===== config.mk =====
export PLATFORM = sky130hd
export DESIGN_NAME = bsscd_decode
export DESIGN_NICKNAME = d
export VERILOG_FILES = /design/src/rtl/bsscd_phase_gen.v /design/src/rtl/bsscd_decode.v
export VERILOG_INCLUDE_DIRS = /design/src /design/src/inc
export SDC_FILE = /design/constraint.sdc
export NUM_CORES = 1
export LEC_CHECK = 0
export BUFFER_PORTS_ARGS = -buffer_cell sky130_fd_sc_hd__buf_4
export CORE_ASPECT_RATIO = 1.5
export CORE_MARGIN = 4
export CORE_UTILIZATION = 45
export DETAILED_ROUTE_END_ITERATION = 8
export PLACE_DENSITY = 0.85
export SLEW_MARGIN = 40
export SYNTH_ARGS = -nofsm -noshare
export SYNTH_HDL_FRONTEND = slang
export SYNTH_SLANG_ARGS = --single-unit
export TNS_END_PERCENT = 5

===== constraint.sdc =====
create_clock -name clk_i -period 1.6 [get_ports clk_i]
set_clock_uncertainty 0.15 [all_clocks]
set_input_delay 0.16 -clock clk_i [delete_from_list [all_inputs] [get_ports clk_i]]
set_output_delay 0.16 -clock clk_i [all_outputs]
set_load 0.005 [all_outputs]

===== src/inc/bsscd_consts.vh =====
// Purpose: Constants for the bit-set / bit-test-skip / call decode block
// Assumes: 14-bit instruction words, 13-bit program counter
// Notes:   Opcode fields sit in the top bits of the instruction word
`ifndef BSSCD_CONSTS_VH
`define BSSCD_CONSTS_VH

// Instruction word layout
`define BSSCD_IW_W          14
`define BSSCD_PC_W          13
`define BSSCD_REGA_W        7
`define BSSCD_OP4_MSB       13
`define BSSCD_OP4_LSB       10
`define BSSCD_OP3_MSB       13
`define BSSCD_OP3_LSB       11
`define BSSCD_BIT_MSB       9
`define BSSCD_BIT_LSB       7
`define BSSCD_REG_MSB       6
`define BSSCD_REG_LSB       0
`define BSSCD_LIT_MSB       10
`define BSSCD_LIT_LSB       0

// Opcodes
`define BSSCD_OPC_BSET      4'h5
`define BSSCD_OPC_BTSS      4'h7
`define BSSCD_OPC_CALL      3'h4

// Upper latch bits copied into PC<12:11>
`define BSSCD_ULATCH_MSB    4
`define BSSCD_ULATCH_LSB    3

// Phase codes (Q1..Q4) and reset values
`define BSSCD_Q1            2'h0
`define BSSCD_Q2            2'h1
`define BSSCD_Q3            2'h2
`define BSSCD_Q4            2'h3
`define BSSCD_PC_RST        13'h0000
`define BSSCD_BYTE_RST      8'h00

`endif


===== src/rtl/bsscd_phase_gen.v =====
// Purpose: Four-phase instruction cycle generator
// Assumes: One phase per input clock period
// Notes:   Phase restarts at Q1 after reset and after every Q4
`include "bsscd_consts.vh"
`timescale 1ns/100ps

module bsscd_phase_gen
(
    // Clock and reset
    input  wire       clk_i,
    input  wire       rst_i,
    // Phase out
    output reg  [1:0] phase_o
);

    // Wrapping phase counter
    always @(posedge clk_i)
    begin
        if (rst_i)
            phase_o <= `BSSCD_Q1;
        else
            phase_o <= phase_o + 2'h1;
    end

endmodule // bsscd_phase_gen


===== src/rtl/bsscd_decode.v =====
// Purpose: Decode and execute bit set, bit test skip if one, and call
// Assumes: Register file and stack storage lie outside; instruction word
//          is held stable by the fetch logic for a whole cycle
// Notes:   Other opcodes write nothing here; other 01xx opcodes still issue a register read
// Functional notes
// - Bit set: 3-bit index, 7-bit address; forces bit high, flags untouched.
// - Bit test skip: tested bit zero lets next instruction run normally.
// - Tested bit one: fetched next instruction discarded, no-op instead, two cycles.
// - Test cycle: decode, read, process, no write; skip cycle does nothing.
// - Call pushes address of following instruction and redirects PC on the same Q4 edge.
// - Call copies upper latch bits four and three into PC twelve, eleven.
// - Call recognised by opcode plus literal; two cycles; flags untouched.
// - Call: decode, read literal, process, write PC and push in Q4; then no-op.
`include "bsscd_consts.vh"
`timescale 1ns/100ps

module bsscd_decode
(
    // Clock and reset
    input  wire        clk_i,
    input  wire        rst_i,
    // Instruction and program counter from fetch
    input  wire [13:0] instr_i,
    input  wire [12:0] pc_i,
    input  wire [7:0]  pc_upper_latch_i,
    // Register file read data
    input  wire [7:0]  reg_rdata_i,
    // Phase indication
    output reg  [1:0]  phase_o,
    // Register file access
    output reg         reg_rd_o,
    output reg  [6:0]  reg_addr_o,
    output reg         reg_wr_o,
    output reg  [7:0]  reg_wdata_o,
    // Program counter load
    output reg         pc_load_o,
    output reg  [12:0] pc_new_o,
    // Return stack push
    output reg         stack_push_o,
    output reg  [12:0] stack_top_o,
    // Cycle status
    output reg         nop_cycle_o,
    output reg         flags_we_o
);

    // Internal phase and decode state
    wire [1:0]  phase;
    wire        bit_set_op;
    wire        bit_test_skip_if_one_op;
    wire        call_op;
    wire [2:0]  bit_idx;
    wire [6:0]  reg_addr;
    wire [10:0] lit;
    wire        bit_class;      // Any 01xx opcode outside a skip slot reads its register
    wire [12:0] ret_addr;       // Address pushed by a call
    reg         skip_ff;        // Next cycle is a discarded slot
    reg         nxt_skip;
    reg         busy_ff;        // Current cycle is a forced no-op
    reg  [7:0]  data_ff;        // Operand latched in Q2
    reg  [7:0]  result_ff;      // Result built in Q3
    reg  [7:0]  bit_mask;
    reg  [12:0] call_target;

    bsscd_phase_gen u_phase
    (
        .clk_i   (clk_i),
        .rst_i   (rst_i),
        .phase_o (phase)
    );

    // Field extraction
    assign bit_idx  = instr_i[`BSSCD_BIT_MSB:`BSSCD_BIT_LSB];
    assign reg_addr = instr_i[`BSSCD_REG_MSB:`BSSCD_REG_LSB];
    assign lit      = instr_i[`BSSCD_LIT_MSB:`BSSCD_LIT_LSB];
    assign bit_class = (instr_i[13:12] == 2'h1);
    // Return address is the instruction after the call
    assign ret_addr  = pc_i + 13'h0001;
    // Opcode match, gated off during a forced no-op cycle
    assign bit_set_op = !busy_ff &&
        (instr_i[`BSSCD_OP4_MSB:`BSSCD_OP4_LSB] == `BSSCD_OPC_BSET);
    assign bit_test_skip_if_one_op = !busy_ff &&
        (instr_i[`BSSCD_OP4_MSB:`BSSCD_OP4_LSB] == `BSSCD_OPC_BTSS);
    assign call_op = !busy_ff &&
        (instr_i[`BSSCD_OP3_MSB:`BSSCD_OP3_LSB] == `BSSCD_OPC_CALL);

    // Mask and call target
    always @*
    begin
        case (bit_idx)
            3'h0:    bit_mask = 8'h01;
            3'h1:    bit_mask = 8'h02;
            3'h2:    bit_mask = 8'h04;
            3'h3:    bit_mask = 8'h08;
            3'h4:    bit_mask = 8'h10;
            3'h5:    bit_mask = 8'h20;
            3'h6:    bit_mask = 8'h40;
            default: bit_mask = 8'h80;
        endcase
        call_target = {pc_upper_latch_i[`BSSCD_ULATCH_MSB:`BSSCD_ULATCH_LSB],
                       lit};
    end

    // Skip decision, taken in Q3 of a test or call cycle
    always @*
    begin
        nxt_skip = skip_ff;
        if (phase == `BSSCD_Q3 && bit_test_skip_if_one_op)
            nxt_skip = |(data_ff & bit_mask);
        else if (phase == `BSSCD_Q3 && call_op)
            nxt_skip = 1'b1;
        else if (phase == `BSSCD_Q4 && busy_ff)
            nxt_skip = 1'b0;
    end

    // Phase mirror, pending skip and forced no-op tracking
    always @(posedge clk_i)
    begin
        if (rst_i)
        begin
            phase_o     <= `BSSCD_Q1;
            skip_ff     <= 1'b0;
            busy_ff     <= 1'b0;
            nop_cycle_o <= 1'b0;
        end
        else
        begin
            phase_o <= phase;
            skip_ff <= nxt_skip;
            // Decided in Q1 and held for the whole cycle
            if (phase == `BSSCD_Q1)
            begin
                busy_ff     <= skip_ff;
                nop_cycle_o <= skip_ff;
            end
        end
    end

    // Operand latched in Q2, bit-set result built in Q3
    always @(posedge clk_i)
    begin
        if (rst_i)
        begin
            data_ff   <= `BSSCD_BYTE_RST;
            result_ff <= `BSSCD_BYTE_RST;
        end
        else
        begin
            if (phase == `BSSCD_Q2)
                data_ff <= reg_rdata_i;
            if (phase == `BSSCD_Q3)
                result_ff <= data_ff | bit_mask;
        end
    end

    // Read request in Q1, bit-set write-back in Q4
    always @(posedge clk_i)
    begin
        if (rst_i)
        begin
            reg_rd_o    <= 1'b0;
            reg_addr_o  <= 7'h00;
            reg_wr_o    <= 1'b0;
            reg_wdata_o <= `BSSCD_BYTE_RST;
        end
        else
        begin
            reg_rd_o <= 1'b0;
            reg_wr_o <= 1'b0;
            case (phase)
                `BSSCD_Q1:
                begin
                    // A pending skip suppresses the read as well
                    if (!skip_ff && bit_class)
                    begin
                        reg_rd_o   <= 1'b1;
                        reg_addr_o <= reg_addr;
                    end
                end
                `BSSCD_Q4:
                begin
                    if (bit_set_op)
                    begin
                        reg_wr_o    <= 1'b1;
                        reg_addr_o  <= reg_addr;
                        reg_wdata_o <= result_ff;
                    end
                end
                default:
                begin
                    reg_rd_o <= 1'b0;
                end
            endcase
        end
    end

    // Call: push return address and load new PC at the end of Q4
    always @(posedge clk_i)
    begin
        if (rst_i)
        begin
            pc_load_o    <= 1'b0;
            pc_new_o     <= `BSSCD_PC_RST;
            stack_push_o <= 1'b0;
            stack_top_o  <= `BSSCD_PC_RST;
        end
        else
        begin
            pc_load_o    <= 1'b0;
            stack_push_o <= 1'b0;
            if (phase == `BSSCD_Q4 && call_op)
            begin
                stack_push_o <= 1'b1;
                stack_top_o  <= ret_addr;
                pc_load_o    <= 1'b1;
                pc_new_o     <= call_target;
            end
        end
    end

    // Status flags are never written by these instructions
    always @(posedge clk_i)
    begin
        if (rst_i)
            flags_we_o <= 1'b0;
        else
            flags_we_o <= 1'b0;
    end

endmodule // bsscd_decode


### After elaboration in Yosys (flattened, before gate mapping)

Index checks and enable logic that the tools add are counted.

* flip-flop bits (word level): 66
* bits in latches: 0
* memory bits (writable): 0
* memory bits (read-only): 0
* input port bits: 45
* output and inout bits: 49
* logic and storage cells: 63
* memories kept: 0

* add/subtract/negate cells: 2
* $mul: 0
* div/mod/pow operators: 0
* magnitude comparators: 0
* equality and inequality tests: 15
* shift-type cells: 0
* multiplexer cells: 10
* bitwise logic cells: 4
* reductions and logical operators: 19

Operator list (count)
* case mux 8 bit (7 select lines): 1
* two-way mux 7 bit: 2
* case mux 7 bit (2 select lines): 1
* adder 13 x 1 -> 13 bit (second input constant): 1
* == test 3 bit (second input constant): 4
* bitwise AND 8 bit: 1
* == test 4 x 3 -> 1 bit (second input constant): 2
* logical AND 1 bit: 8
* bitwise OR 8 bit: 1
* OR reduction 8 bit: 1
* == test 3 x 2 -> 1 bit (second input constant): 2
* two-way mux 1 bit: 6
* == test 2 x 1 -> 1 bit (second input constant): 2
* == test 2 bit (second input constant): 2
* OR reduction 2 bit: 2
* == test 3 x 1 -> 1 bit (second input constant): 1
* zero test 3 bit: 1
* AND reduction 3 bit: 1
* nonzero test 3 bit: 1
* adder 2 x 1 -> 2 bit (second input constant): 1
* zero test 1 bit: 2
* zero test 2 bit: 1
* != test 2 x 1 -> 1 bit (second input constant): 1
* != test 2 bit (second input constant): 1
* other kinds (3): 4

### Logic depth before layout (Yosys ltp)

Gate-level depths: netlist (run 1).

* depth in word-level cells: 5
* mapped depth: 6

### Hierarchy

Synthesis (run 1) repeated with hierarchy kept, for this count alone.

* cells, all modules: 293
* area, all modules: 2660.1 um2

By module, submodules not included
* bsscd_decode: times used 1, cells each 288, area an instance 2603.7 um2, seq. area each 1281.2 um2
* bsscd_phase_gen: times used 1, cells each 5, area an instance 56.3 um2, seq. area each 40.0 um2

### Least setup slack after synthesis (run 1)

No wires, ideal clock.

* path type: reg2reg
* start point: register u_phase.phase_o[0]
* end point: register reg_addr_o[0]
* library setup time: 0.072 ns
* arrival time: 1.265 ns
* required time: 1.378 ns
* slack: 0.114 ns
* cell stages (with the launch flop): 6
* path buffers: 0
* period minus slack after synthesis: 1.486 ns
* cell sequence: dfxtp_1 inv_1 ha_1 mux2i_1 a21oi_4 mux2i_1

* longest elaborated chain between the ends: 3

Ends and longest elaborated chain
* start: declaration: line bsscd_phase_gen.v:13 `output reg [1:0] phase_o`
* start signal: assignment: line bsscd_phase_gen.v:20 `` phase_o <= `BSSCD_Q1; ``
* start signal: assignment: line bsscd_phase_gen.v:22 `phase_o <= phase_o + 2'h1;`
* == test 2 bit / zero test 2 bit (equally long branches): line bsscd_decode.v:169 `case (phase)`
* != test 2 bit (no source line) (tied with other cells)
* AND reduction 3 bit (no source line)
* end signal: assignment: line bsscd_decode.v:176 `reg_addr_o <= reg_addr;`
* end signal: assignment: line bsscd_decode.v:184 `reg_addr_o <= reg_addr;`
* end: declaration: line bsscd_decode.v:32 `output reg [6:0] reg_addr_o,`

Several ways; a longest one is shown, not always the timed one.
A chain may end at the register's enable or synchronous reset.

### Final worst setup path (run 1)

* start point: register u_phase.phase_o[0]
* end point: register reg_addr_o[2]

Same word-level chain as after synthesis.

==> report_table.html, run 1 <==
<table>
<tr><th>Metric</th><th>Value</th></tr>
<tr><th colspan="2">STA</th></tr>
<tr><td>Setup repair after global routing missed its margin</td><td>yes</td></tr>
<tr><td>Final setup fails</td><td>0</td></tr>
<tr><td>Setup WS post-layout</td><td>0.0440 ns</td></tr>
<tr><td>Shortest period the worst path allows</td><td>~1.6 ns</td></tr>
<tr><td>Count of endpoints failing hold in the final timing report</td><td>0</td></tr>
<tr><td>Max frequency</td><td>643 MHz</td></tr>
<tr><td>Max-slew violation count</td><td>0</td></tr>
<tr><td>Part of the cycle the worst path needs</td><td>a little over nine tenths</td></tr>
<tr><th colspan="2">Die</th></tr>
<tr><td>Number of top-level design ports</td><td>94</td></tr>
<tr><td>DIE HEIGHT</td><td>around 110 um</td></tr>
<tr><td>Initial Util</td><td>a little under half</td></tr>
<tr><td>Core area</td><td>approximately 0.0061 mm2</td></tr>
<tr><td>Area enclosed by the die boundary</td><td>around 0.0077 mm2</td></tr>
<tr><td>Placement row count</td><td>35</td></tr>
<tr><td>Die span in x</td><td>72.9 um</td></tr>
<tr><th colspan="2">Cells and area</th></tr>
<tr><td>Share of layout cells above drive strength 1</td><td>approximately a third</td></tr>
<tr><td>Most common cell after layout, fill and taps aside</td><td>sky130_fd_sc_hd__buf_4</td></tr>
<tr><td>Layout overhead on the synthesized area</td><td>47.6%</td></tr>
<tr><td>Final nets</td><td>about 470</td></tr>
<tr><td>Top library cells by usage in the layout, fill and taps aside</td><td>sky130_fd_sc_hd__buf_4, sky130_fd_sc_hd__dfxtp_1, sky130_fd_sc_hd__nor2_1</td></tr>
<tr><td>Number of antenna cells inserted</td><td>0</td></tr>
<tr><th colspan="2">Synth</th></tr>
<tr><td>Library cell with the largest summed area after synthesis</td><td>sky130_fd_sc_hd__dfxtp_1</td></tr>
<tr><td>Synth Flop Type</td><td>sky130_fd_sc_hd__dfxtp_1</td></tr>
<tr><td>Count of flip-flops with a built-in enable after synthesis</td><td>0</td></tr>
<tr><td>Total nets after synthesis</td><td>about 360</td></tr>
<tr><td>Async set-or-reset flop fraction in the synthesized netlist</td><td>0%</td></tr>
<tr><td>Unique cell type count in the Yosys netlist</td><td>40</td></tr>
<tr><td>Mean post-synth cell area</td><td>roughly 9.3 um2</td></tr>
<tr><td>Cell types with the largest area share after synthesis</td><td>sky130_fd_sc_hd__dfxtp_1, sky130_fd_sc_hd__mux2i_1, sky130_fd_sc_hd__nor2_1, sky130_fd_sc_hd__a211oi_1, sky130_fd_sc_hd__nand2_1</td></tr>
<tr><td>Post-Syn Area</td><td>between 0.002 and 0.003 mm2</td></tr>
<tr><td>Synth Instances</td><td>slightly above 300</td></tr>
<tr><td>Warning count from the yosys run</td><td>0</td></tr>
<tr><td>Yosys reg bits</td><td>66</td></tr>
<tr><td>Share of synthesized area occupied by flip-flops and latches</td><td>46.4%</td></tr>
<tr><td>Portion of synthesized cell area occupied by the leading cell type</td><td>a little under half</td></tr>
<tr><th colspan="2">Routing</th></tr>
<tr><td>Total iterations of the first detailed-routing run</td><td>4</td></tr>
<tr><td>Post-route antenna net violation count</td><td>0</td></tr>
<tr><td>Routed vias</td><td>2530</td></tr>
<tr><td>Starting DRT DRC Count</td><td>130</td></tr>
<tr><td>WL per Instance</td><td>~14 um</td></tr>
<tr><td>Via-to-Cell Ratio</td><td>5.03</td></tr>
<tr><td>Overall routed net length</td><td>about 7.2 mm</td></tr>
<tr><td>Number of remaining DRC errors</td><td>0</td></tr>
<tr><th colspan="2">Clock tree</th></tr>
<tr><td>H-tree depth reported by CTS</td><td>3</td></tr>
<tr><td>Number of clock sinks</td><td>between 60 and 70</td></tr>
<tr><td>Number of buffers inserted during clock tree synthesis</td><td>9</td></tr>
<tr><td>Clock slew seen by the registers of the worst setup and hold paths</td><td>0.08 ns</td></tr>
<tr><td>Deepest clock path buffer count</td><td>2</td></tr>
<tr><td>Clock latency on the worst-skew pair</td><td>~0.33 ns</td></tr>
<tr><td>Clock tree from TritonCTS</td><td>built</td></tr>
<tr><td>Root buffer selected by CTS</td><td>sky130_fd_sc_hd__clkbuf_8</td></tr>
<tr><th colspan="2">Pwr</th></tr>
<tr><td>Largest vdd supply drop</td><td>~0.53 mV</td></tr>
<tr><td>Total design power</td><td>~0.0038 W</td></tr>
<tr><td>Net load switching power</td><td>0.000916 W</td></tr>
<tr><td>Power share of the combinational group</td><td>about an eighth</td></tr>
<tr><td>Portion of total power attributed to sequential cells</td><td>between 40 and 50%</td></tr>
<tr><td>Power per unit of standard cell area</td><td>about 890 mW/mm2</td></tr>
<tr><td>Clock power share</td><td>between 40% and 50%</td></tr>
<tr><td>Static leakage</td><td>between 1.5 and 2 nW</td></tr>
<tr><td>Switching share of power</td><td>roughly a quarter</td></tr>
<tr><td>Int Power</td><td>between 0.002 and 0.003 W</td></tr>
<tr><th colspan="2">Setup path</th></tr>
<tr><td>CP max FO</td><td>7</td></tr>
<tr><td>Critical path type</td><td>reg -&gt; reg</td></tr>
<tr><td>Critical Path End Type</td><td>register</td></tr>
<tr><td>Kind of launch point of the worst setup path</td><td>register</td></tr>
<tr><td>Required time worst endpoint</td><td>approximately 1.7 ns</td></tr>
<tr><td>Worst EP arrival</td><td>1.64 ns</td></tr>
<tr><th colspan="2">Placed design</th></tr>
<tr><td>Gp weighted congestion</td><td>roughly 0.8</td></tr>
<tr><td>Worst setup timing slack at the placement stage</td><td>-0.0638 ns</td></tr>
<tr><td>Port-buffer cells</td><td>86</td></tr>
<tr><td>Estimated wirelength of the detail-placed design</td><td>~4.7 mm</td></tr>
<tr><th colspan="2">GRT</th></tr>
<tr><td>Pin count of the biggest net entering global routing</td><td>48</td></tr>
<tr><td>Wire length of the first global-routing pass</td><td>about 12 mm</td></tr>
<tr><td>Number of antenna violations at the first check in global routing</td><td>0</td></tr>
<tr><td>Global-route total usage across every layer</td><td>about a fifth</td></tr>
<tr><td>Total global routing overflow</td><td>0</td></tr>
<tr><td>Vias in the first global route</td><td>roughly 2500</td></tr>
<tr><th colspan="2">Worst hold path</th></tr>
<tr><td>Type of the tightest min-delay check</td><td>in -&gt; reg</td></tr>
<tr><th colspan="2">Run status</th></tr>
<tr><td>Status</td><td>finished clean</td></tr>
<tr><th colspan="2">Flow run</th></tr>
<tr><td>MaxCap Viol Count</td><td>0</td></tr>
</table>
kinds of logic (layout without fill, tap and decap cells):
kind of cell	count (synthesis)	in the layout	share of synthesized area, %
AOI/OAI and AO/OA	51	51	12.7
xor gates and xnor gates	11	11	3.38
adders and majority gates	5	5	2.20
buffers and inverters	31	153	5.41
DFF	66	66	46.4
muxes	27	27	9.71
other	1	1	0.132
and+or+nand+nor	115	115	20.0
state kept, by name (all words and copies together), names as in the netlist, 2 cells and up:
| name | count |
|---|---|
| u_phase.phase_o | 2 |
| reg_addr_o | 7 |
| reg_wdata_o | 8 |
| stack_top_o | 13 |
| phase_o | 2 |
| result_ff | 8 |
| pc_new_o | 13 |
| data_ff | 8 |
power groups by stage:
stage	Clock, W	Combinational, W	Sequential [W]
2_1_floorplan	0	0.000228	0.00177
3_3_place_gp	0	0.000389	0.00177
3_5_place_dp	0	0.000398	0.00177
4_1_cts	0.00154	0.000465	0.00174
5_1_grt	0.00163	0.000514	0.00175
6_report	0.00154	0.000470	0.00174
worst max-delay path, stage by stage (launching register included):
cell	delay, ns
sky130_fd_sc_hd__dfxtp_4	0.36
sky130_fd_sc_hd__inv_1	0.11
sky130_fd_sc_hd__ha_2	0.22
sky130_fd_sc_hd__mux2i_1	0.29
sky130_fd_sc_hd__a21oi_4	0.06
sky130_fd_sc_hd__buf_12	0.15
sky130_fd_sc_hd__mux2i_1	0.11
cell type report:
class | count | area, um2
inverter | 9 | 33.8
clock inverter | 7 | 93.8
tap | 74 | 92.6
clock buffer | 9 | 124
fill | 457 | 1930
multi-input combinational | 210 | 1410
sequential | 66 | 1330
timing repair buffer | 128 | 1120
routing by layer:
layer | global-route usage, % | vias to the layer above | share of wire, %
li1 | - | 1269 | -
met1 | 20.9 | 1173 | 38
met2 | 34.9 | 70 | 54
met3 | 3.24 | 18 | 4.4
met4 | 10.0 | 0 | 3.0
met5 | 0 | - | 0
synthesized netlist by cell type, types with 2 or more instances:
master,count
sky130_fd_sc_hd__nor2_1,47
sky130_fd_sc_hd__mux2i_1,25
sky130_fd_sc_hd__nand2b_1,15
sky130_fd_sc_hd__buf_4,5
sky130_fd_sc_hd__inv_1,9
sky130_fd_sc_hd__nor3_1,3
sky130_fd_sc_hd__a21oi_1,19
sky130_fd_sc_hd__clkbuf_1,11
sky130_fd_sc_hd__nand3_1,5
sky130_fd_sc_hd__ha_1,5
sky130_fd_sc_hd__buf_6,2
sky130_fd_sc_hd__xnor2_1,10
sky130_fd_sc_hd__a31oi_1,8
sky130_fd_sc_hd__buf_2,3
sky130_fd_sc_hd__nand2_1,32
sky130_fd_sc_hd__a211oi_1,16
sky130_fd_sc_hd__dfxtp_1,66
sky130_fd_sc_hd__a211oi_2,4
per-stage QoR:
step / instance area [um2] / hold slack (ns) / setup TNS (ns) / utilization, % / instances
final: 4200 / 0.0101 / 0 / 68.5 / 503
after floorplan: 2850 / 0.106 / 0 / - / 307
after CTS: 4120 / 0.000499 / 0 / 67.1 / 499
after global routing: 4200 / 0.0138 / -0.0564 / 68.5 / 503
after global placement: 3580 / 0.219 / 0 / 58.3 / 455
after detailed placement: 3580 / 0.230 / -0.420 / 58.3 / 455
repair_timing:
item,CTS,global route
hold buffers,26,0
buffers inserted,1,3
endpoints found under the setup margin,20,20
cloned,1,1
gates resized for setup,4,8
hold endpoints to repair,33,0
pin swaps,0,3
path summary, 6_finish.rpt:
kind,start,cells after the start,end,slack (ns)
setup / recovery,u_phase.phase_o[0],6,reg_addr_o[2],0.04
hold / removal,instr_i[13],3,reg_rd_o,0.01
setup reg to reg,u_phase.phase_o[0],6,reg_addr_o[2],0.04
hold reg to reg,pc_new_o[11],2,pc_new_o[11],0.31
(Power assumes the default switching activity.)
==> inputs of run 2 (changes only) <==
--- a/config.mk
+++ b/config.mk
@@ -6,12 +6,13 @@
 export SDC_FILE = /design/constraint.sdc
 export NUM_CORES = 1
 export LEC_CHECK = 0
+export ABC_AREA = 1
 export BUFFER_PORTS_ARGS = -buffer_cell sky130_fd_sc_hd__buf_4
 export CORE_ASPECT_RATIO = 1.5
 export CORE_MARGIN = 4
-export CORE_UTILIZATION = 45
+export CORE_UTILIZATION = 46
 export DETAILED_ROUTE_END_ITERATION = 8
-export PLACE_DENSITY = 0.85
+export PLACE_DENSITY = 0.86
 export SLEW_MARGIN = 40
 export SYNTH_ARGS = -nofsm -noshare
 export SYNTH_HDL_FRONTEND = slang
==> report_table.html, run 2 <==
<table>
<tr><th>Metric</th><th>Value</th></tr>
<tr><th colspan="2">Setup path</th></tr>
<tr><td>Critical path type</td><td>reg -&gt; reg</td></tr>
<tr><td>Critical-path top delay cell</td><td>sky130_fd_sc_hd__dfxtp_4</td></tr>
<tr><td>Required time worst endpoint</td><td>1.69 ns</td></tr>
<tr><td>Largest stage delay, worst path</td><td>~0.37 ns</td></tr>
<tr><td>List of cells traversed by the critical path</td><td>inv_4 &gt; ha_4 &gt; inv_2 &gt; nor2_4 &gt; nand2_2 &gt; o21ai_4 &gt; nand3b_1 &gt; nand2_1 &gt; nor2_1</td></tr>
<tr><td>CP max FO</td><td>7</td></tr>
<tr><td>Kind of launch point of the worst setup path</td><td>register</td></tr>
<tr><td>Worst EP arrival</td><td>between 1.5 and 2 ns</td></tr>
<tr><td>Critical Path End Type</td><td>register</td></tr>
<tr><th colspan="2">Clock tree</th></tr>
<tr><td>Clock latency on the worst-skew pair</td><td>~0.34 ns</td></tr>
<tr><td>Root buffer selected by CTS</td><td>sky130_fd_sc_hd__clkbuf_8</td></tr>
<tr><td>Number of buffers inserted during clock tree synthesis</td><td>9</td></tr>
<tr><td>Clock tree from TritonCTS</td><td>built</td></tr>
<tr><td>Deepest clock path buffer count</td><td>2</td></tr>
<tr><td>Number of clock sinks</td><td>66</td></tr>
<tr><td>Clock slew seen by the registers of the worst setup and hold paths</td><td>roughly 0.080 ns</td></tr>
<tr><td>H-tree depth reported by CTS</td><td>3</td></tr>
<tr><th colspan="2">Synth</th></tr>
<tr><td>Post-Synth Adder-Cell Area</td><td>roughly 2.1%</td></tr>
<tr><td>Area share of xor/xnor cells in the synthesized design</td><td>less than 1%</td></tr>
<tr><td>Most frequent cells after synthesis</td><td>sky130_fd_sc_hd__dfxtp_1, sky130_fd_sc_hd__nand2_1, sky130_fd_sc_hd__nor2_1</td></tr>
<tr><td>Synth Flop Type</td><td>sky130_fd_sc_hd__dfxtp_1</td></tr>
<tr><td>Yosys reg bits</td><td>66</td></tr>
<tr><td>Synth Instances</td><td>approximately 390</td></tr>
<tr><td>Mean post-synth cell area</td><td>roughly 7.6 um2</td></tr>
<tr><td>Compound-gate portion of the synthesized area</td><td>15.8%</td></tr>
<tr><td>Warning count from the yosys run</td><td>0</td></tr>
<tr><td>Unique cell type count in the Yosys netlist</td><td>33</td></tr>
<tr><td>Share of synthesized area occupied by flip-flops and latches</td><td>between 40% and 50%</td></tr>
<tr><td>Post-Syn Area</td><td>0.00295 mm2</td></tr>
<tr><td>Combinational family with the most area after synthesis</td><td>simple AND/OR/NAND/NOR gates</td></tr>
<tr><td>Proportion of synthesized area in mux cells</td><td>0%</td></tr>
<tr><td>Count of flip-flops with a built-in enable after synthesis</td><td>0</td></tr>
<tr><td>Share of synthesized cell area in and, or, nand and nor gates</td><td>a little over a quarter</td></tr>
<tr><td>Library cell with the largest summed area after synthesis</td><td>sky130_fd_sc_hd__dfxtp_1</td></tr>
<tr><td>Total nets after synthesis</td><td>approximately 440</td></tr>
<tr><td>Cell types with the largest area share after synthesis</td><td>sky130_fd_sc_hd__dfxtp_1, sky130_fd_sc_hd__nand2_1, sky130_fd_sc_hd__nor2_1, sky130_fd_sc_hd__a21oi_1, sky130_fd_sc_hd__o21ai_0</td></tr>
<tr><td>Async set-or-reset flop fraction in the synthesized netlist</td><td>0%</td></tr>
<tr><td>Cell with the most instances after synthesis</td><td>sky130_fd_sc_hd__dfxtp_1</td></tr>
<tr><td>Portion of synthesized cell area occupied by the leading cell type</td><td>~45%</td></tr>
<tr><th colspan="2">Cells and area</th></tr>
<tr><td>Number of antenna cells inserted</td><td>0</td></tr>
<tr><td>Share of layout cells above drive strength 1</td><td>27.8%</td></tr>
<tr><td>Final nets</td><td>between 500 and 600</td></tr>
<tr><td>Most common cell after layout, fill and taps aside</td><td>sky130_fd_sc_hd__buf_4</td></tr>
<tr><td>Final instance area</td><td>between 0.004 and 0.005 mm2</td></tr>
<tr><td>Top library cells by usage in the layout, fill and taps aside</td><td>sky130_fd_sc_hd__buf_4, sky130_fd_sc_hd__nand2_1, sky130_fd_sc_hd__dfxtp_1</td></tr>
<tr><td>Largest registers</td><td>pc_new_o: 13 flops, stack_top_o: 13 flops</td></tr>
<tr><td>Layout overhead on the synthesized area</td><td>46.0%</td></tr>
<tr><td>Non-Filler Instances</td><td>between 500 and 600</td></tr>
<tr><th colspan="2">Pwr</th></tr>
<tr><td>Power share of the combinational group</td><td>between 10 and 15%</td></tr>
<tr><td>Clock power share</td><td>42.8%</td></tr>
<tr><td>Net load switching power</td><td>between 0.001 and 0.0015 W</td></tr>
<tr><td>Static leakage</td><td>between 1.5 and 2 nW</td></tr>
<tr><td>Int Power</td><td>about 0.003 W</td></tr>
<tr><td>Power per unit of standard cell area</td><td>around 940 mW/mm2</td></tr>
<tr><td>Largest vdd supply drop</td><td>just under 0.9 mV</td></tr>
<tr><td>Switching share of power</td><td>25.0%</td></tr>
<tr><td>Portion of total power attributed to sequential cells</td><td>a little over two fifths</td></tr>
<tr><th colspan="2">Routing</th></tr>
<tr><td>Via-to-Cell Ratio</td><td>approximately 5.2</td></tr>
<tr><td>WL per Instance</td><td>14.0 um</td></tr>
<tr><td>Overall routed net length</td><td>between 8 and 9 mm</td></tr>
<tr><td>Starting DRT DRC Count</td><td>150</td></tr>
<tr><td>Total iterations of the first detailed-routing run</td><td>4</td></tr>
<tr><td>Number of remaining DRC errors</td><td>0</td></tr>
<tr><td>Post-route antenna net violation count</td><td>0</td></tr>
<tr><td>Routed vias</td><td>3022</td></tr>
<tr><th colspan="2">GRT</th></tr>
<tr><td>Number of antenna violations at the first check in global routing</td><td>0</td></tr>
<tr><td>Pin count of the biggest net entering global routing</td><td>33</td></tr>
<tr><td>Vias in the first global route</td><td>roughly 2900</td></tr>
<tr><td>Total global routing overflow</td><td>0</td></tr>
<tr><td>Wire length of the first global-routing pass</td><td>around 13 mm</td></tr>
<tr><td>Global-route total usage across every layer</td><td>about a fifth</td></tr>
<tr><th colspan="2">STA</th></tr>
<tr><td>Max frequency</td><td>~650 MHz</td></tr>
<tr><td>Setup TNS</td><td>0 ns</td></tr>
<tr><td>Final setup fails</td><td>0</td></tr>
<tr><td>Shortest period the worst path allows</td><td>between 1.5 and 2 ns</td></tr>
<tr><td>Max-slew violation count</td><td>0</td></tr>
<tr><td>Setup WS post-layout</td><td>0.0628 ns</td></tr>
<tr><td>Setup repair after global routing missed its margin</td><td>yes</td></tr>
<tr><td>Worst hold margin</td><td>around 0.017 ns</td></tr>
<tr><td>Count of endpoints failing hold in the final timing report</td><td>0</td></tr>
<tr><td>Part of the cycle the worst path needs</td><td>96.1%</td></tr>
<tr><th colspan="2">Die</th></tr>
<tr><td>Die span in x</td><td>73.4 um</td></tr>
<tr><td>Initial Util</td><td>between 40% and 50%</td></tr>
<tr><td>Area enclosed by the die boundary</td><td>0.00779 mm2</td></tr>
<tr><td>DIE HEIGHT</td><td>about 110 um</td></tr>
<tr><td>Number of top-level design ports</td><td>between 90 and 100</td></tr>
<tr><td>Core area</td><td>0.00617 mm2</td></tr>
<tr><td>Placement row count</td><td>35</td></tr>
<tr><th colspan="2">Worst hold path</th></tr>
<tr><td>Type of the tightest min-delay check</td><td>in -&gt; reg</td></tr>
<tr><th colspan="2">Placed design</th></tr>
<tr><td>Count of placed standard cells including taps</td><td>534</td></tr>
<tr><td>Port-buffer cells</td><td>86</td></tr>
<tr><td>Post-placement cell area</td><td>about 0.0037 mm2</td></tr>
<tr><td>Gp weighted congestion</td><td>between 0.8 and 0.9</td></tr>
<tr><td>Estimated wirelength of the detail-placed design</td><td>about 5.3 mm</td></tr>
<tr><td>Worst setup timing slack at the placement stage</td><td>-0.0457 ns</td></tr>
<tr><th colspan="2">Flow run</th></tr>
<tr><td>MaxCap Viol Count</td><td>0</td></tr>
<tr><th colspan="2">Run status</th></tr>
<tr><td>Status</td><td>finished clean</td></tr>
</table>
## run 2: per-layer routing
metal / wire [um] / up-vias / track usage (%)
li1: - / 1500 / -
met4: 142 / 0 / 7.64
met3: 515 / 14 / 5.11
met2: 4560 / 126 / 40.2
met5: 0 / - / 0
met1: 2950 / 1382 / 21.7
## run 2: worst paths after layout
| check | start | end | slack, ns | cells past startpoint |
|---|---|---|---|---|
| hold / removal | pc_i[5] | stack_top_o[5] | 0.02 | 5 |
| setup reg to reg | u_phase.phase_o[1] | reg_addr_o[2] | 0.06 | 9 |
| hold reg to reg | stack_top_o[1] | stack_top_o[1] | 0.32 | 2 |
| setup / recovery | u_phase.phase_o[1] | reg_addr_o[2] | 0.06 | 9 |
## run 2: timing repair
item | in CTS | in global routing
buffers inserted | 0 | 2
resized for setup | 8 | 16
hold buffers | 29 | 0
gates cloned | 1 | 0
pin swaps | 0 | 5
setup endpoints to repair | 11 | 16
hold endpoints to repair | 36 | 0
## run 2: stage by stage
stage | utilization, % | power (W)
2_1_floorplan | - | 0.00204
6_report | 69.7 | 0.00405
5_1_grt | 69.7 | 0.00423
4_1_cts | 68.6 | 0.00404
3_3_place_gp | 59.3 | 0.00222
3_5_place_dp | 59.3 | 0.00224
## run 2: layout make-up
| class | count | area, um2 |
|---|---|---|
| Multi-Input combinational cell | 257 | 1400 |
| Timing Repair Buffer | 126 | 1070 |
| Sequential cell | 66 | 1330 |
| Clock inverter | 7 | 125 |
| Tap cell | 74 | 92.6 |
| Clock buffer | 9 | 124 |
| Fill cell | 444 | 1870 |
| Inverter | 43 | 166 |
## run 2: cells by family (layout without fill, tap and decap cells)
logic type | Yosys count | count (layout)
AO/OA/AOI/OAI | 84 | 85
adder cells (fa/ha/maj) | 5 | 5
flip-flops | 66 | 66
other | 1 | 1
buffers and inverters | 65 | 185
AND/OR/NAND/NOR | 164 | 164
XOR/XNOR | 2 | 2
## run 2: worst max-delay path: cells and delay by family, from the launching register on
family,cells,cell delay [ns]
AOI/OAI and AO/OA,1,0.14
buffers and inverters,2,0.13
and+or+nand+nor,5,0.48
adders and majority gates,1,0.16
DFF,1,0.37
## run 2: power by group through the flow
| stage | Clock, W | Sequential (W) | Combinational, W |
|---|---|---|---|
| global route | 0.00185 | 0.00176 | 0.000614 |
| finish | 0.00174 | 0.00176 | 0.000564 |
| CTS | 0.00176 | 0.00175 | 0.000529 |
| floorplan | 0 | 0.00178 | 0.000251 |
| global placement | 0 | 0.00178 | 0.000434 |
| detailed placement | 0 | 0.00179 | 0.000450 |
==> inputs of run 3 (changes only) <==
--- a/config.mk
+++ b/config.mk
@@ -10,11 +10,12 @@
 export BUFFER_PORTS_ARGS = -buffer_cell sky130_fd_sc_hd__buf_4
 export CORE_ASPECT_RATIO = 1.5
 export CORE_MARGIN = 4
-export CORE_UTILIZATION = 46
+export CORE_UTILIZATION = 45
 export DETAILED_ROUTE_END_ITERATION = 8
-export PLACE_DENSITY = 0.86
+export PLACE_DENSITY = 0.85
 export SLEW_MARGIN = 40
 export SYNTH_ARGS = -nofsm -noshare
 export SYNTH_HDL_FRONTEND = slang
+export SYNTH_HIERARCHICAL = 1
 export SYNTH_SLANG_ARGS = --single-unit
 export TNS_END_PERCENT = 5
==> report_table.html, run 3 <==
<table>
<tr><th>Metric</th><th>Value</th></tr>
<tr><th colspan="2">Run status</th></tr>
<tr><td>Status</td><td>finished clean</td></tr>
<tr><th colspan="2">GRT</th></tr>
<tr><td>Pin count of the biggest net entering global routing</td><td>43</td></tr>
<tr><td>Wire length of the first global-routing pass</td><td>~13 mm</td></tr>
<tr><td>Global-route total usage across every layer</td><td>21.3%</td></tr>
<tr><td>Number of antenna violations at the first check in global routing</td><td>0</td></tr>
<tr><td>Total global routing overflow</td><td>0</td></tr>
<tr><td>Vias in the first global route</td><td>roughly 2800</td></tr>
<tr><th colspan="2">Setup path</th></tr>
<tr><td>RR Endpoint</td><td>reg_addr_o[6]</td></tr>
<tr><td>CP max FO</td><td>3</td></tr>
<tr><td>Flop2flop setup slack</td><td>0.12 ns</td></tr>
<tr><td>Number of cells on the worst reg-to-reg path</td><td>6</td></tr>
<tr><td>Worst EP arrival</td><td>between 1.5 and 2 ns</td></tr>
<tr><td>Critical Path End Type</td><td>register</td></tr>
<tr><td>RR Startpoint</td><td>u_phase/phase_o[1]</td></tr>
<tr><td>Required time worst endpoint</td><td>roughly 1.7 ns</td></tr>
<tr><td>Start point of the critical path</td><td>pc_i[0]</td></tr>
<tr><td>Kind of launch point of the worst setup path</td><td>input port</td></tr>
<tr><td>Critical path type</td><td>in -&gt; reg</td></tr>
<tr><th colspan="2">Synth</th></tr>
<tr><td>Count of flip-flops with a built-in enable after synthesis</td><td>0</td></tr>
<tr><td>Unique cell type count in the Yosys netlist</td><td>26</td></tr>
<tr><td>Synth Flop Type</td><td>sky130_fd_sc_hd__dfxtp_1</td></tr>
<tr><td>Synth Instances</td><td>approximately 380</td></tr>
<tr><td>Library cell with the largest summed area after synthesis</td><td>sky130_fd_sc_hd__dfxtp_1</td></tr>
<tr><td>Cell types with the largest area share after synthesis</td><td>sky130_fd_sc_hd__dfxtp_1, sky130_fd_sc_hd__nor2_1, sky130_fd_sc_hd__o21ai_0, sky130_fd_sc_hd__nand2_1, sky130_fd_sc_hd__nand3_1</td></tr>
<tr><td>Mean post-synth cell area</td><td>~7.5 um2</td></tr>
<tr><td>Cell with the most instances after synthesis</td><td>sky130_fd_sc_hd__dfxtp_1</td></tr>
<tr><td>Warning count from the yosys run</td><td>6</td></tr>
<tr><td>Total nets after synthesis</td><td>421</td></tr>
<tr><td>Portion of synthesized cell area occupied by the leading cell type</td><td>approximately 47%</td></tr>
<tr><td>Async set-or-reset flop fraction in the synthesized netlist</td><td>0%</td></tr>
<tr><td>Share of synthesized area occupied by flip-flops and latches</td><td>47.1%</td></tr>
<tr><td>Post-Syn Area</td><td>0.00281 mm2</td></tr>
<tr><td>Most frequent cells after synthesis</td><td>sky130_fd_sc_hd__dfxtp_1, sky130_fd_sc_hd__nor2_1, sky130_fd_sc_hd__nand2_1</td></tr>
<tr><td>Yosys reg bits</td><td>66</td></tr>
<tr><th colspan="2">Clock tree</th></tr>
<tr><td>Number of clock sinks</td><td>66</td></tr>
<tr><td>Post-CTS setup repair buffer count</td><td>0</td></tr>
<tr><td>Clock slew seen by the registers of the worst setup and hold paths</td><td>0.07 ns</td></tr>
<tr><td>Number of buffers inserted during clock tree synthesis</td><td>9</td></tr>
<tr><td>Deepest clock path buffer count</td><td>2</td></tr>
<tr><td>H-tree depth reported by CTS</td><td>3</td></tr>
<tr><td>Clock latency on the worst-skew pair</td><td>0.33 ns</td></tr>
<tr><td>Root buffer selected by CTS</td><td>sky130_fd_sc_hd__clkbuf_8</td></tr>
<tr><td>Clock tree from TritonCTS</td><td>built</td></tr>
<tr><th colspan="2">Worst hold path</th></tr>
<tr><td>Worst min-delay path endpoint</td><td>stack_top_o[1]</td></tr>
<tr><td>Hold-critical path depth</td><td>4</td></tr>
<tr><td>Type of the tightest min-delay check</td><td>in -&gt; reg</td></tr>
<tr><td>Min-Delay Startpoint</td><td>pc_i[1]</td></tr>
<tr><th colspan="2">Cells and area</th></tr>
<tr><td>Core utilization of the finished layout</td><td>65.8%</td></tr>
<tr><td>Number of antenna cells inserted</td><td>0</td></tr>
<tr><td>Largest registers</td><td>pc_new_o: 13 flops, stack_top_o: 13 flops</td></tr>
<tr><td>Most common cell after layout, fill and taps aside</td><td>sky130_fd_sc_hd__buf_4</td></tr>
<tr><td>Final instance area</td><td>~0.0040 mm2</td></tr>
<tr><td>Top library cells by usage in the layout, fill and taps aside</td><td>sky130_fd_sc_hd__buf_4, sky130_fd_sc_hd__dfxtp_1, sky130_fd_sc_hd__nor2_1</td></tr>
<tr><td>Layout overhead on the synthesized area</td><td>42.8%</td></tr>
<tr><td>Share of layout cells above drive strength 1</td><td>about a quarter</td></tr>
<tr><td>Final nets</td><td>roughly 540</td></tr>
<tr><td>Non-Filler Instances</td><td>~570</td></tr>
<tr><th colspan="2">Routing</th></tr>
<tr><td>Number of remaining DRC errors</td><td>0</td></tr>
<tr><td>Starting DRT DRC Count</td><td>178</td></tr>
<tr><td>WL per Instance</td><td>~14 um</td></tr>
<tr><td>Overall routed net length</td><td>approximately 7.8 mm</td></tr>
<tr><td>Post-route antenna net violation count</td><td>0</td></tr>
<tr><td>Via-to-Cell Ratio</td><td>between 5 and 6</td></tr>
<tr><td>Routed vias</td><td>2948</td></tr>
<tr><td>Total iterations of the first detailed-routing run</td><td>4</td></tr>
<tr><th colspan="2">STA</th></tr>
<tr><td>Max-slew violation count</td><td>0</td></tr>
<tr><td>Setup TNS</td><td>0 ns</td></tr>
<tr><td>Part of the cycle the worst path needs</td><td>95.3%</td></tr>
<tr><td>Shortest period the worst path allows</td><td>1.52 ns</td></tr>
<tr><td>Count of endpoints failing hold in the final timing report</td><td>0</td></tr>
<tr><td>Final setup fails</td><td>0</td></tr>
<tr><td>Max frequency</td><td>656 MHz</td></tr>
<tr><th colspan="2">Pwr</th></tr>
<tr><td>Int Power</td><td>~0.0027 W</td></tr>
<tr><td>Power per unit of standard cell area</td><td>~900 mW/mm2</td></tr>
<tr><td>Largest vdd supply drop</td><td>0.599 mV</td></tr>
<tr><td>Total design power</td><td>approximately 0.0036 W</td></tr>
<tr><td>Static leakage</td><td>about 1.9 nW</td></tr>
<tr><td>Portion of total power attributed to sequential cells</td><td>48.5%</td></tr>
<tr><td>Clock power share</td><td>between 30% and 40%</td></tr>
<tr><td>Net load switching power</td><td>around 0.00084 W</td></tr>
<tr><td>Switching share of power</td><td>a little under a quarter</td></tr>
<tr><td>Power share of the combinational group</td><td>approximately 12%</td></tr>
<tr><th colspan="2">Flow run</th></tr>
<tr><td>MaxCap Viol Count</td><td>0</td></tr>
<tr><th colspan="2">Die</th></tr>
<tr><td>Initial Util</td><td>a little under half</td></tr>
<tr><td>Die span in x</td><td>between 70 and 80 um</td></tr>
<tr><td>Core area</td><td>0.00609 mm2</td></tr>
<tr><td>Number of top-level design ports</td><td>94</td></tr>
<tr><td>Placement row count</td><td>35</td></tr>
<tr><td>DIE HEIGHT</td><td>between 100 and 150 um</td></tr>
<tr><td>Area enclosed by the die boundary</td><td>around 0.0076 mm2</td></tr>
<tr><th colspan="2">Placed design</th></tr>
<tr><td>Gp weighted congestion</td><td>about 0.87</td></tr>
<tr><td>Count of placed standard cells including taps</td><td>between 500 and 600</td></tr>
<tr><td>Estimated wirelength of the detail-placed design</td><td>between 5 and 6 mm</td></tr>
<tr><td>Port-buffer cells</td><td>86</td></tr>
<tr><td>Post-placement cell area</td><td>roughly 0.0035 mm2</td></tr>
</table>
## run 3: changes by cell type in the layout (fill, tap and decap cells not counted), moves of 4 or more
cell                       change
sky130_fd_sc_hd__nor2_1       +17
sky130_fd_sc_hd__nand3_1      +14
sky130_fd_sc_hd__nand2_1      -13
sky130_fd_sc_hd__nand3b_1     -11
sky130_fd_sc_hd__o21ai_0       +9
sky130_fd_sc_hd__inv_1         -8
sky130_fd_sc_hd__o21a_1        -5
sky130_fd_sc_hd__xor2_1        +5
sky130_fd_sc_hd__buf_12        -4
sky130_fd_sc_hd__inv_2         -4
sky130_fd_sc_hd__nor2_4        -4
## run 3: kinds of logic (layout without fill, tap and decap cells)
logic type,count (synthesis),count (layout),synth area share (%)
AO/OA/AOI/OAI,82,82,15.2
other,1,1,0.134
adder cells (fa/ha/maj),1,1,0.446
flip-flops,66,66,47.1
XOR/XNOR,6,6,1.87
AND/OR/NAND/NOR,170,170,26.9
buffers and inverters,49,169,8.38
## run 3: how the worst max path moves through the flow
stage | end | slack (ns)
6_report | stack_top_o[10] | 0.08
5_1_grt | stack_top_o[10] | -0.0008
4_1_cts | stack_top_o[6] | 0.01
3_5_place_dp | pc_new_o[9] | 0.18
3_3_place_gp | stack_top_o[6] | 0.21
2_1_floorplan | reg_addr_o[5] | 0.23
## run 3: cell type report
| cell class | instances | area (um2) |
|---|---|---|
| clock inverter | 2 | 35.0 |
| tap | 74 | 92.6 |
| timing repair buffer | 124 | 1000 |
| fill | 496 | 2080 |
| multi-input combinational | 260 | 1270 |
| sequential | 66 | 1320 |
| clock buffer | 13 | 169 |
| inverter | 30 | 113 |
## run 3: power groups by stage
stage	combinational, W	sequential (W)	clock, W
after global routing	0.000459	0.00174	0.00153
after CTS	0.000402	0.00174	0.00145
after floorplan	0.000185	0.00177	0
after global placement	0.000334	0.00177	0
after detailed placement	0.000343	0.00177	0
final	0.000417	0.00174	0.00143
## run 3: metrics by stage
step / hold WS [ns] / setup WS, ns
4_1_cts: 0.0220 / 0.0130
2_1_floorplan: 0.0767 / 0.230
5_1_grt: 0.0494 / -0.000769
6_report: 0.0509 / 0.0758
3_3_place_gp: 0.215 / 0.208
3_5_place_dp: 0.218 / 0.178
## run 3: timing repair
action | CTS | global route
gates resized for setup | 0 | 6
hold endpoints to repair | 37 | 0
hold buffers | 29 | 0
endpoints found under the setup margin | 0 | 4
## run 3: metal layers
| metal | vias up | GRT usage [%] | part of all wire (%) |
|---|---|---|---|
| met5 | - | 0 | 0 |
| met4 | 0 | 11.9 | 4.1 |
| met3 | 28 | 5.20 | 5.2 |
| met2 | 86 | 37.9 | 54 |
| met1 | 1372 | 22.1 | 36 |
| li1 | 1462 | - | - |
## run 3: worst max-delay path: stages
cell	delay, ns
sky130_fd_sc_hd__dlygate4sd3_1	0.53
sky130_fd_sc_hd__buf_4	0.12
sky130_fd_sc_hd__ha_2	0.21
sky130_fd_sc_hd__nand3_4	0.11
sky130_fd_sc_hd__nor2_4	0.14
sky130_fd_sc_hd__nand3_1	0.10
sky130_fd_sc_hd__nand2_1	0.13
sky130_fd_sc_hd__a21oi_1	0.07
